===== src/dic_pkg.sv =====
// constants shared by the digital input conditioner
package dic_pkg;
  timeunit 1ns;
  timeprecision 1ps;
  localparam int N_CHANNELS = 8;
  localparam int CLK_HZ = 100_000_000;
  localparam int SCAN_TIME_MS = 5;
  localparam int SCAN_CYCLES = SCAN_TIME_MS * (CLK_HZ / 1000);

  // voltage in millivolts, 0 to 275000
  localparam int VOLT_W = 19;
  localparam logic [VOLT_W-1:0] VOLT_MAX_MV = 19'h43238;
  // thresholds in 0.1 V steps
  localparam int THR_W = 11;
  localparam logic [THR_W-1:0] PICKUP_MIN = 11'h0a0;
  localparam logic [THR_W-1:0] DROPOUT_MIN = 11'h064;
  localparam logic [THR_W-1:0] THR_MAX = 11'h7d0;
  localparam logic [THR_W-1:0] PICKUP_RESET = 11'h370;
  localparam logic [THR_W-1:0] DROPOUT_RESET = 11'h258;
  localparam logic [7:0] MV_PER_STEP = 8'h64;
  localparam logic [7:0] AC_MV_PER_STEP = 8'h0a;

  // delays in 1 ms steps, 0 to 1800000
  localparam int DLY_W = 21;
  localparam logic [DLY_W-1:0] DLY_MAX_MS = 21'h1b7740;
  localparam logic [DLY_W-1:0] DLY_RESET = 21'h000000;
  localparam int ELAPSED_W = 22;
  localparam logic [ELAPSED_W-1:0] SCAN_STEP_MS = 22'h000005;
  localparam logic [ELAPSED_W-1:0] AC_EXTRA_MS = 22'h00001e;

  localparam logic SENSE_NORMALLY_OPEN = 1'b0;
  localparam logic SENSE_NORMALLY_CLOSED = 1'b1;
  localparam logic AC_DISABLED = 1'b0;
  localparam logic CLEAR_REQUEST = 1'b1;

  localparam int COUNT_W = 32;
  localparam logic [COUNT_W-1:0] COUNT_RESET = 32'h00000000;
endpackage : dic_pkg


===== src/dic_channel.sv =====
// one input channel: hysteresis comparator, polarity and rise/fall filter
module dic_channel (
  // clock and reset
  input wire logic clk,
  input wire logic rst_b,
  input wire logic scan_tick,
  // settings, already range limited
  input wire logic [dic_pkg::VOLT_W-1:0] voltage_mv,
  input wire logic [dic_pkg::THR_W-1:0] pickup_voltage_level,
  input wire logic [dic_pkg::THR_W-1:0] dropout_voltage_level,
  input wire logic input_sense_select,
  input wire logic alternating_supply_option,
  input wire logic [dic_pkg::DLY_W-1:0] rise_filter_time,
  input wire logic [dic_pkg::DLY_W-1:0] fall_filter_time,
  // results
  output logic status,
  output logic rise_pulse
);
  timeunit 1ns;
  timeprecision 1ps;
  logic energized_r;
  logic status_r;
  logic rise_r;
  logic [dic_pkg::ELAPSED_W-1:0] elapsed_r;
  logic [dic_pkg::ELAPSED_W-1:0] elapsed_nxt;
  logic [dic_pkg::ELAPSED_W-1:0] need;
  logic [dic_pkg::VOLT_W-1:0] pick_mv;
  logic [dic_pkg::VOLT_W-1:0] rel_mv;
  logic energized_nxt;
  logic raw;

  always_comb begin
    pick_mv = dic_pkg::VOLT_W'(pickup_voltage_level * dic_pkg::MV_PER_STEP);
    if (alternating_supply_option != dic_pkg::AC_DISABLED) begin
      rel_mv = dic_pkg::VOLT_W'(pickup_voltage_level * dic_pkg::AC_MV_PER_STEP);
    end else begin
      rel_mv = dic_pkg::VOLT_W'(dropout_voltage_level * dic_pkg::MV_PER_STEP);
    end
    if (voltage_mv > pick_mv) begin
      energized_nxt = 1'b1;
    end else if (voltage_mv < rel_mv) begin
      energized_nxt = 1'b0;
    end else begin
      energized_nxt = energized_r;
    end
  end

  // polarity flips the energized level into the raw status
  assign raw = energized_nxt ^ (input_sense_select == dic_pkg::SENSE_NORMALLY_CLOSED);

  always_comb begin
    if (status_r) begin
      need = dic_pkg::ELAPSED_W'(fall_filter_time);
      if (alternating_supply_option != dic_pkg::AC_DISABLED) begin
        need = need + dic_pkg::AC_EXTRA_MS;
      end
    end else begin
      need = dic_pkg::ELAPSED_W'(rise_filter_time);
    end
    elapsed_nxt = elapsed_r + dic_pkg::SCAN_STEP_MS;
  end

  always_ff @(posedge clk or negedge rst_b) begin
    if (!rst_b) begin
      energized_r <= 1'b0;
    end else if (scan_tick) begin
      energized_r <= energized_nxt;
    end
  end

  // a change must persist for whole scans; the scan that reaches the delay flips status
  always_ff @(posedge clk or negedge rst_b) begin
    if (!rst_b) begin
      status_r <= 1'b0;
      elapsed_r <= '0;
      rise_r <= 1'b0;
    end else begin
      rise_r <= 1'b0;
      if (scan_tick) begin
        if (raw == status_r) begin
          elapsed_r <= '0;
        end else if (elapsed_nxt > need || need == '0 || elapsed_nxt == need) begin
          status_r <= raw;
          rise_r <= raw;
          elapsed_r <= '0;
        end else begin
          elapsed_r <= elapsed_nxt;
        end
      end
    end
  end

  assign status = status_r;
  assign rise_pulse = rise_r;
endmodule : dic_channel


===== src/dic_conditioner.sv =====
// eight-channel digital input conditioner: scan timer, settings, counters, readout
// Functional notes
// eight independent channels, each with own settings, state, counter, voltage
// every channel is sampled and updated once per 5 ms scan
// each channel has its own activation threshold
// activation threshold 16.0 to 200.0 V in 0.1 V, default 88 V
// release threshold 10.0 to 200.0 V in 0.1 V, default 60 V
// normally open: above activation sets, below release clears
// normally closed: above activation clears, below release sets
// polarity 0 normally open, 1 normally closed, default open
// rise delay 0 to 1800 s in 1 ms before status goes 1
// fall delay, same range, before status goes 0
// ac mode adds 30 ms to the fall delay, default off
// ac mode release level is ten percent of activation level
// 32-bit count of status rises per channel, reset zero
// clear value 1 zeroes the counter, 0 does nothing
// per-channel voltage readout 0 to 275 V in 1 mV
// between the two levels the previous raw state is held
// clear setting returns to 0 by itself once performed
module dic_conditioner #(
  parameter int SCAN_CYCLES = dic_pkg::SCAN_CYCLES
) (
  // clock and reset
  input wire logic clk,
  input wire logic rst_b,
  // measured voltage from the isolated front ends, millivolts
  input wire logic [dic_pkg::VOLT_W-1:0] channel_voltage_in [dic_pkg::N_CHANNELS],
  // per-channel settings
  input wire logic [dic_pkg::N_CHANNELS-1:0] input_sense_select,
  input wire logic [dic_pkg::N_CHANNELS-1:0] alternating_supply_option,
  input wire logic [dic_pkg::THR_W-1:0] pickup_voltage_level [dic_pkg::N_CHANNELS],
  input wire logic [dic_pkg::THR_W-1:0] dropout_voltage_level [dic_pkg::N_CHANNELS],
  input wire logic [dic_pkg::DLY_W-1:0] rise_filter_time [dic_pkg::N_CHANNELS],
  input wire logic [dic_pkg::DLY_W-1:0] fall_filter_time [dic_pkg::N_CHANNELS],
  input wire logic settings_load,
  // counter clear command: strobe with value
  input wire logic [dic_pkg::N_CHANNELS-1:0] rise_event_count_clear_wr,
  input wire logic [dic_pkg::N_CHANNELS-1:0] rise_event_count_clear_val,
  // results
  output logic [dic_pkg::N_CHANNELS-1:0] input_channel_n,
  output logic [dic_pkg::N_CHANNELS-1:0] rise_event_count_clear,
  output logic [dic_pkg::COUNT_W-1:0] rise_event_count [dic_pkg::N_CHANNELS],
  output logic [dic_pkg::VOLT_W-1:0] channel_voltage_reading [dic_pkg::N_CHANNELS],
  output logic scan_strobe
);
  timeunit 1ns;
  timeprecision 1ps;
  logic [18:0] scan_cnt_r;
  logic scan_tick_r;
  logic [dic_pkg::VOLT_W-1:0] volt_meta_r [dic_pkg::N_CHANNELS];
  logic [dic_pkg::VOLT_W-1:0] volt_sync_r [dic_pkg::N_CHANNELS];
  logic [dic_pkg::VOLT_W-1:0] volt_r [dic_pkg::N_CHANNELS];
  logic [dic_pkg::THR_W-1:0] pick_r [dic_pkg::N_CHANNELS];
  logic [dic_pkg::THR_W-1:0] drop_r [dic_pkg::N_CHANNELS];
  logic [dic_pkg::DLY_W-1:0] rise_r [dic_pkg::N_CHANNELS];
  logic [dic_pkg::DLY_W-1:0] fall_r [dic_pkg::N_CHANNELS];
  logic [dic_pkg::N_CHANNELS-1:0] sense_r;
  logic [dic_pkg::N_CHANNELS-1:0] ac_r;
  logic [dic_pkg::N_CHANNELS-1:0] clear_pend_r;
  logic [dic_pkg::N_CHANNELS-1:0] rise_pulse;
  logic [dic_pkg::COUNT_W-1:0] count_r [dic_pkg::N_CHANNELS];

  // scan timer: one-cycle enable every scan period
  always_ff @(posedge clk or negedge rst_b) begin
    if (!rst_b) begin
      scan_cnt_r <= '0;
      scan_tick_r <= 1'b0;
    end else if (scan_cnt_r == 19'(SCAN_CYCLES - 1)) begin
      scan_cnt_r <= '0;
      scan_tick_r <= 1'b1;
    end else begin
      scan_cnt_r <= scan_cnt_r + 19'h00001;
      scan_tick_r <= 1'b0;
    end
  end

  assign scan_strobe = scan_tick_r;

  genvar g;
  generate
    for (g = 0; g < dic_pkg::N_CHANNELS; g++) begin : gen_ch
      // front-end word crosses in through two flops; only read once per scan,
      // long after it settled, which limits the multi-bit hazard
      always_ff @(posedge clk or negedge rst_b) begin
        if (!rst_b) begin
          volt_meta_r[g] <= '0;
          volt_sync_r[g] <= '0;
        end else begin
          volt_meta_r[g] <= channel_voltage_in[g];
          volt_sync_r[g] <= volt_meta_r[g];
        end
      end

      // readout sampled at the scan and limited to the measuring span
      always_ff @(posedge clk or negedge rst_b) begin
        if (!rst_b) begin
          volt_r[g] <= '0;
        end else if (scan_tick_r) begin
          if (volt_sync_r[g] > dic_pkg::VOLT_MAX_MV) begin
            volt_r[g] <= dic_pkg::VOLT_MAX_MV;
          end else begin
            volt_r[g] <= volt_sync_r[g];
          end
        end
      end

      // settings held per channel, clamped into their documented spans
      always_ff @(posedge clk or negedge rst_b) begin
        if (!rst_b) begin
          pick_r[g] <= dic_pkg::PICKUP_RESET;
          drop_r[g] <= dic_pkg::DROPOUT_RESET;
          rise_r[g] <= dic_pkg::DLY_RESET;
          fall_r[g] <= dic_pkg::DLY_RESET;
          sense_r[g] <= dic_pkg::SENSE_NORMALLY_OPEN;
          ac_r[g] <= dic_pkg::AC_DISABLED;
        end else if (settings_load) begin
          if (pickup_voltage_level[g] < dic_pkg::PICKUP_MIN) begin
            pick_r[g] <= dic_pkg::PICKUP_MIN;
          end else if (pickup_voltage_level[g] > dic_pkg::THR_MAX) begin
            pick_r[g] <= dic_pkg::THR_MAX;
          end else begin
            pick_r[g] <= pickup_voltage_level[g];
          end
          if (dropout_voltage_level[g] < dic_pkg::DROPOUT_MIN) begin
            drop_r[g] <= dic_pkg::DROPOUT_MIN;
          end else if (dropout_voltage_level[g] > dic_pkg::THR_MAX) begin
            drop_r[g] <= dic_pkg::THR_MAX;
          end else begin
            drop_r[g] <= dropout_voltage_level[g];
          end
          if (rise_filter_time[g] > dic_pkg::DLY_MAX_MS) begin
            rise_r[g] <= dic_pkg::DLY_MAX_MS;
          end else begin
            rise_r[g] <= rise_filter_time[g];
          end
          if (fall_filter_time[g] > dic_pkg::DLY_MAX_MS) begin
            fall_r[g] <= dic_pkg::DLY_MAX_MS;
          end else begin
            fall_r[g] <= fall_filter_time[g];
          end
          sense_r[g] <= input_sense_select[g];
          ac_r[g] <= alternating_supply_option[g];
        end
      end

      dic_channel u_channel (
        .clk(clk),
        .rst_b(rst_b),
        .scan_tick(scan_tick_r),
        .voltage_mv(volt_r[g]),
        .pickup_voltage_level(pick_r[g]),
        .dropout_voltage_level(drop_r[g]),
        .input_sense_select(sense_r[g]),
        .alternating_supply_option(ac_r[g]),
        .rise_filter_time(rise_r[g]),
        .fall_filter_time(fall_r[g]),
        .status(input_channel_n[g]),
        .rise_pulse(rise_pulse[g])
      );

      // clear setting reads 1 until performed, then falls back to 0 by itself
      always_ff @(posedge clk or negedge rst_b) begin
        if (!rst_b) begin
          clear_pend_r[g] <= 1'b0;
        end else if (rise_event_count_clear_wr[g]) begin
          clear_pend_r[g] <= (rise_event_count_clear_val[g] == dic_pkg::CLEAR_REQUEST);
        end else begin
          clear_pend_r[g] <= 1'b0;
        end
      end

      // a rise landing on the clearing cycle is kept as a count of one
      always_ff @(posedge clk or negedge rst_b) begin
        if (!rst_b) begin
          count_r[g] <= dic_pkg::COUNT_RESET;
        end else if (clear_pend_r[g]) begin
          count_r[g] <= {{(dic_pkg::COUNT_W-1){1'b0}}, rise_pulse[g]};
        end else if (rise_pulse[g]) begin
          count_r[g] <= count_r[g] + 32'h00000001;
        end
      end

      assign rise_event_count[g] = count_r[g];
      assign channel_voltage_reading[g] = volt_r[g];
    end
  endgenerate

  assign rise_event_count_clear = clear_pend_r;
endmodule : dic_conditioner


===== config.mk =====
export PLATFORM = sky130hd
export DESIGN_NAME = dic_conditioner
export DESIGN_NICKNAME = d
export VERILOG_FILES = /design/src/dic_pkg.sv /design/src/dic_channel.sv /design/src/dic_conditioner.sv
export SDC_FILE = /design/constraint.sdc
export NUM_CORES = 2
export LEC_CHECK = 0
export BUFFER_PORTS_ARGS = -buffer_cell sky130_fd_sc_hd__buf_4
export CAP_MARGIN = 20
export CORE_AREA = 2 2 444 446
export CTS_BUF_LIST = sky130_fd_sc_hd__clkbuf_16
export CTS_CLUSTER_DIAMETER = 50
export DETAILED_ROUTE_END_ITERATION = 12
export DIE_AREA = 0 0 446 448
export HOLD_SLACK_MARGIN = 0.15
export PLACE_DENSITY = 0.69
export SYNTH_ARGS = -nofsm -noshare
export SYNTH_HDL_FRONTEND = slang
export SYNTH_HIERARCHICAL = 1
export SYNTH_SLANG_ARGS = --single-unit

===== constraint.sdc =====
create_clock -name clk -period 7.05 [get_ports clk]
set_input_delay 1.0575 -clock clk [delete_from_list [all_inputs] [get_ports clk]]
set_output_delay 1.0575 -clock clk [all_outputs]
set_load 0.1 [all_outputs]

Word level (Yosys, flattened, before mapping)
Cells that the tools add are included.
- register bits: 1468
- output and inout bits: 425
- input port bits: 699
- add/subtract/negate cells: 25
- multipliers: 24
- bitwise gates (word level): 16
- equal/unequal tests: 17
- $lt $le $gt $ge: 80
- muxes and demuxes: 162
- reductions and logical operators: 40
- operators with widths (operator ; number):
    22-bit two-way mux ; 32
    32-bit two-way mux ; 16
    11-bit two-way mux ; 32
    21-bit > comparator, second input constant ; 16
    21-bit two-way mux ; 16
    32-bit by 1-bit adder with 32-bit output, second input constant ; 8
    11-bit by 5-bit multiplier with 16-bit output, second input constant ; 16
    21-bit by 5-bit adder with 22-bit output, second input constant ; 8
    22-bit by 3-bit adder with 22-bit output, second input constant ; 8
    22-bit == test ; 8
    11-bit > comparator, second input constant ; 16
    22-bit > comparator ; 8
    22-bit zero test ; 8
    19-bit two-way mux ; 9
    19-bit by 18-bit > comparator with 1-bit output ; 8
    19-bit > comparator, second input constant ; 8
    19-bit < comparator ; 8
    18-bit two-way mux ; 8
    11-bit by 3-bit multiplier with 14-bit output, second input constant ; 8
    11-bit by 7-bit < comparator with 1-bit output, second input constant ; 8
    11-bit by 8-bit < comparator with 1-bit output, second input constant ; 8
    1-bit two-way mux ; 49
    3-bit AND reduction ; 8
    19-bit by 1-bit adder with 19-bit output, second input constant ; 1
    6 further kinds ; 49

Depth between registers and ports, before layout
- depth after elaboration: 9
- depth in mapped cells: 26
- mapped depth without buffers: 24

Modules after synthesis
Netlist, hierarchy kept.
- modules (own cells, without submodules) (module ; area an instance (µm²) ; times used ; cells an instance):
    dic_conditioner ; 52019.9 ; 1 ; 4402
    dic_channel (gen_ch[2].u_channel ...) ; 6079.6 ; 4 ; 740
    dic_channel (gen_ch[0].u_channel ...) ; 6063.3 ; 2 ; 740
    dic_channel (gen_ch[6].u_channel) ; 6122.1 ; 1 ; 745
    dic_channel (gen_ch[5].u_channel) ; 5918.2 ; 1 ; 734

Worst setup path before layout
No wires, ideal clock.
- kind: reg2reg
- start point: register pick_r[57] in the netlist's numbering
- end point: register gen_ch[2].u_channel/elapsed_r[17] in the netlist's numbering
- data arrival time: 5627 ps
- buffers on the path: 2
- period minus slack after synthesis: 5702 ps
- cell stages (with the launch flop): 26
- path slack: 1348 ps
- data required time: 6975 ps
- path through: dfrtp_1 > ha_1 > ha_1 > fa_1 > ha_1 > a21o_1 > a21oi_1 > o21bai_1 > a21oi_1 > o21bai_1 > a21oi_1 > o21ai_0 > a21oi_1 > xor2_1 > ha_1 > and4b_1 > nand3_1 > or2_2 > or4_1 > o21a_1 > a21o_1 > xnor3_1 > or2_1 > buf_6 > buf_12 > o2bb2ai_2
- cells in the longest elaborated chain, start to end: 8
- elaborated cells between the ends (all ways): 10
- ends and longest elaborated chain (what ; RTL line ; text):
    start: declaration ; dic_conditioner.sv:53 ; logic [dic_pkg::THR_W-1:0] pick_r [dic_pkg::N_CHANNELS];
    start signal: indexed assignment ; dic_conditioner.sv:110 ; pick_r[g] <= dic_pkg::PICKUP_RESET;
    start signal: indexed assignment ; dic_conditioner.sv:118 ; pick_r[g] <= dic_pkg::PICKUP_MIN;
    start signal: indexed assignment ; dic_conditioner.sv:120 ; pick_r[g] <= dic_pkg::THR_MAX;
    11-bit by 3-bit multiplier with 14-bit output ; dic_channel.sv:35 ; rel_mv = dic_pkg::VOLT_W'(pickup_voltage_level * dic_pkg::AC_MV_PER_STEP);
    18-bit two-way mux ; dic_channel.sv:34 ; if (alternating_supply_option != dic_pkg::AC_DISABLED) begin
    19-bit < comparator ; dic_channel.sv:41 ; end else if (voltage_mv < rel_mv) begin
    1-bit two-way mux ; dic_channel.sv:41 ;
    1-bit two-way mux (*) ; dic_channel.sv:39 ; if (voltage_mv > pick_mv) begin
    1-bit bitwise XOR (*) ; dic_channel.sv:49 ; assign raw = energized_nxt ^ (input_sense_select == dic_pkg::SENSE_NORMALLY_CLOSED);
    1-bit == test (*) ; dic_channel.sv:80 ; if (raw == status_r) begin
    22-bit two-way mux (*) ; dic_channel.sv:80 ;
    end signal: assignment ; dic_channel.sv:87 ; elapsed_r <= elapsed_nxt;
    end: declaration ; dic_channel.sv:24 ; logic [dic_pkg::ELAPSED_W-1:0] elapsed_r;
Mark *: on every way between the ends. The rest lies on a longest branch, timed or not.
A chain may end at the register's enable or synchronous reset.

Worst setup path in the final report
- start point: register pick_r[58] in the netlist's numbering
- end point: register gen_ch[2].u_channel/elapsed_r[0] in the netlist's numbering
The elaborated chain is that of the path after synthesis.

==> flow_summary.yaml <==
setup_path:
  cpLargestDelayFamily: "compound AO/OA/AOI/OAI gates"
  r2r-end: "gen_ch[2].u_channel/elapsed_r[0]"
  startpoint_type: "register"
  worstPathArrival_ps: 7290
  critPathBufInv: 1
  cp_cell_sequence: "ha_1 -> ha_1 -> fa_1 -> ha_1 -> a21o_1 -> a21oi_1 -> o21bai_1 -> a21oi_1 -> o21bai_1 -> a21oi_1 -> o21ai_0 -> a21oi_1 -> xor2_1 -> ha_1 -> and4b_1 -> nand3_1 -> or2_2 -> or4_1 -> o21a_1 -> a21o_1 -> xnor3_1 -> or2_1 -> buf_4 -> o21ai_0"
  cpMaxStageDelayCell: "or4_1"
  r2r_start: "pick_r[58]"
  cp_data_required_time_ps: 7770
  cp-endpoint: "gen_ch[2].u_channel/elapsed_r[0]"
  worstRegToRegCells: 24
  crit_cells: 24
  cp_slowest_stage_delay_ps: 530
  cp_max_fo: 10
  r2r_slack_ps: 470
  startpoint: "pick_r[58]"
  end_kind: "register"
  crit_type: "register to register"
global_route:
  grt_max_degree: 170
  grt_pass1_wl_microns: 465000
  grt_use_total_pct: 29.2
  antenna_found_initial: 89
  grt_pass1_vias: 83200
  grt_overflow: 0
logic_synthesis:
  ys.flop_type: "dfrtp_1"
  synth_edf_count: 0
  syn_avg_cell_area_sq_um: 9.74
  syn_area_sq_um: 101000
  yosysWarnings: 6
  synth_seq_cells: 1468
  postSynthCellCount: 10300
  ys_seq_area_share_pct: 36.6
  syn_nets: 12300
  async_flop_share_pct: 100
  synthDistinctLibCells: 114
die:
  core.rowCount: 162
  pin_count: 1124
  coreArea_sq_um: 195000
  die-area_sq_um: 200000
  die_w_microns: 446
  initial_utilization_pct: 51.7
  die_h_microns: 448
place:
  dp_hpwl_microns: 231000
  place_ws_ps: 544
  portBuffers: 1123
  gp_congestion: 0.925
pwr:
  leakagePower_nw: 57.3
  vdd_drop_max_mv: 0.210
  power_mw: 27.1
  power_density_nw_per_um2: 229
min_path:
  hold_class: "input port to register"
  hold_start: "channel_voltage_in[17]"
run_status:
  outcome: "finished, final reports clean"
drt:
  num_vias: 84100
  drt-pass1-iter-count: 8
  route.detailed.drc: 0
  wirelength_microns: 299000
  routed_via_density: 5.95
  drt_iter0_drc: 5893
  ant_nets: 0
  wl_per_cell_microns: 21.2
cts:
  insertion_delay_ps: 870
  cts_buffers: 194
  clockBufferDepth: 3
  clock-sinks: 1468
  post_cts_buffers: 0
  clk_pin_slew_ps: 60
  cts_tree: "done"
  htree_levels: 4
  root_buffer: "clkbuf_16"
cells_and_area:
  area.growth.synth_to_final_pct: 17.7
  drive_gt1_share_pct: 16.8
  layout.nets: 13400
sta:
  rsz0062_at_grt: "false"
  max_freq_ghz: 0.152
  fin_tns_setup_ps: 0
  worstMarginPinSlew_ps: 1060
  hold_viol: 0
  fin_ws_ps: 474
  finalSetupViolCount: 0
  fin_skew_ps: 56.7
  relSlewSlack_pct: 29.5
  report.final.slew_viol_count: 0
  final.min_clock_period_ps: 6580
  fin_crit_sh_pct: 93.3
flow_run:
  cap_violations: 0
[where the power goes]
group	internal, mW	switching, mW
combinational	3.41	4.18
clock	5.77	4.28
sequential	8.88	0.551
total	18.1	9.01
[worst register-to-register path, cell delays in order (launching register included)]
cell,delay [ps]
dfrtp_1,470
ha_1,330
ha_1,330
fa_1,460
ha_1,350
a21o_1,190
a21oi_1,210
o21bai_1,90
a21oi_1,240
o21bai_1,90
a21oi_1,220
o21ai_0,110
a21oi_1,170
xor2_1,90
ha_1,290
and4b_1,210
nand3_1,100
or2_2,320
or4_1,530
o21a_1,140
a21o_1,190
xnor3_1,460
or2_1,450
buf_4,280
o21ai_0,110
[cell type report]
class / count / area, sq um
Fill cell: 16300 / 76300
Multi-Input combinational cell: 7778 / 59500
Clock buffer: 194 / 4850
Antenna cell: 71 / 178
Tap cell: 2542 / 3180
Inverter: 715 / 2690
Clock inverter: 175 / 1830
Sequential cell: 1468 / 36800
Timing Repair Buffer: 1200 / 9230
[state kept, by name, summed over array words and instances (netlist names)]
register	cells
drop_r	88
volt_meta_r	152
gen_ch.u_channel/rise_pulse	8
rise_event_count_clear	8
volt_sync_r	152
gen_ch.u_channel/status	8
pick_r	88
scan_cnt_r	19
gen_ch.u_channel/energized_r	8
ac_r	8
channel_voltage_reading	152
rise_r	168
scan_strobe	1
rise_event_count	256
fall_r	168
gen_ch.u_channel/elapsed_r	176
sense_r	8
[how the worst min path moves through the flow]
stage	endpoint	slack [ps]	cells past startpoint
finish	volt_meta_r[17]	290	1
global route	volt_meta_r[14]	240	1
CTS	volt_meta_r[10]	230	1
detailed placement	volt_sync_r[125]	330	0
global placement	volt_sync_r[85]	330	0
floorplan	volt_sync_r[0]	330	0
[logic make-up (layout without fill, tap and decap cells)]
family	Yosys count	in the layout	synth area share [%]
adder cells (fa/ha/maj)	1305	1305	17.0
XOR/XNOR	543	543	4.81
flip-flops	1468	1468	36.6
other	0	71	0
AO/OA/AOI/OAI	2123	2123	14.6
buffers and inverters	1075	2284	4.19
multiplexers	616	616	6.30
AND/OR/NAND/NOR	3191	3191	16.4
[per-stage QoR]
| step | hold slack (ps) | instance area [sq um] | instances | util, % |
|---|---|---|---|---|
| final | 291 | 118000 | 14100 | 60.8 |
| after global routing | 241 | 118000 | 14100 | 60.8 |
| after floorplan | 331 | 101000 | 10300 | - |
| after detailed placement | 335 | 111000 | 13700 | 57.2 |
| after global placement | 331 | 111000 | 13700 | 57.2 |
| after CTS | 229 | 118000 | 14100 | 60.7 |
[what timing repair did]
action	in CTS	in global routing
hold buffers	1	0
gates resized for setup	0	0
hold endpoints to repair	18	0
[synthesized netlist by cell type (34+ instances only)]
| library cell | count | area, sq um |
|---|---|---|
| a31oi_1 | 57 | 357 |
| buf_1 | 39 | 146 |
| o21a_1 | 39 | 293 |
| o21ai_0 | 363 | 1820 |
| nor3_1 | 131 | 656 |
| dfstp_2 | 72 | 1890 |
| o2111ai_1 | 35 | 307 |
| xor2_1 | 168 | 1470 |
| a21oi_1 | 595 | 2980 |
| nor2_1 | 767 | 2880 |
| or2_2 | 47 | 294 |
| a21o_1 | 182 | 1370 |
| xnor2_1 | 369 | 3230 |
| o31ai_1 | 115 | 863 |
| nor2b_1 | 106 | 663 |
| or4_1 | 154 | 1160 |
| a22o_1 | 70 | 613 |
| nor4_1 | 145 | 907 |
| o21bai_1 | 49 | 368 |
| and4_1 | 46 | 403 |
| dfrtp_1 | 1396 | 34900 |
| inv_1 | 712 | 2670 |
| ha_1 | 1201 | 15000 |
| o211ai_1 | 34 | 255 |
| nand4_1 | 218 | 1360 |
| nand2_1 | 744 | 2790 |
| mux2_2 | 133 | 1500 |
| clkbuf_1 | 280 | 1050 |
| fa_1 | 104 | 2080 |
| mux2i_1 | 482 | 4820 |
| a211oi_1 | 63 | 473 |
| nand2b_1 | 96 | 601 |
| and2_1 | 39 | 244 |
| and3_1 | 121 | 757 |
| nand3_1 | 290 | 1450 |
| or3_1 | 136 | 851 |
| a31o_2 | 44 | 385 |
| a21boi_0 | 34 | 255 |
| o2bb2ai_1 | 66 | 578 |
[routing by layer]
layer	track usage (%)	vias up	wire length [microns]
li1	-	39800	-
met1	35.6	41200	120000
met2	49.2	2519	146000
met3	5.03	652	16700
met4	15.9	16	15900
met5	0	-	109
[layout by cell type, fill, tap and decap left out, types with 44 or more instances in the layout]
master	count
mux2_2	133
or3_1	136
and3_1	121
mux2i_1	482
dfstp_2	72
and4_1	46
nand3_1	290
nand2b_1	96
nor2b_1	106
o21ai_0	363
a31oi_1	57
fa_1	104
a31o_2	44
xor2_1	168
nor4_1	145
buf_4	1181
nor2_1	767
o2bb2ai_1	66
o31ai_1	115
ha_1	1201
nand2_1	744
a21o_1	182
a211oi_1	62
a22o_1	70
inv_1	734
xnor2_1	369
o21bai_1	49
a21oi_1	595
diode_2	71
or2_2	47
dfrtp_1	1395
nor3_1	131
clkbuf_16	194
or4_1	154
nand4_1	218
Power figures use the tool's default switching activity.
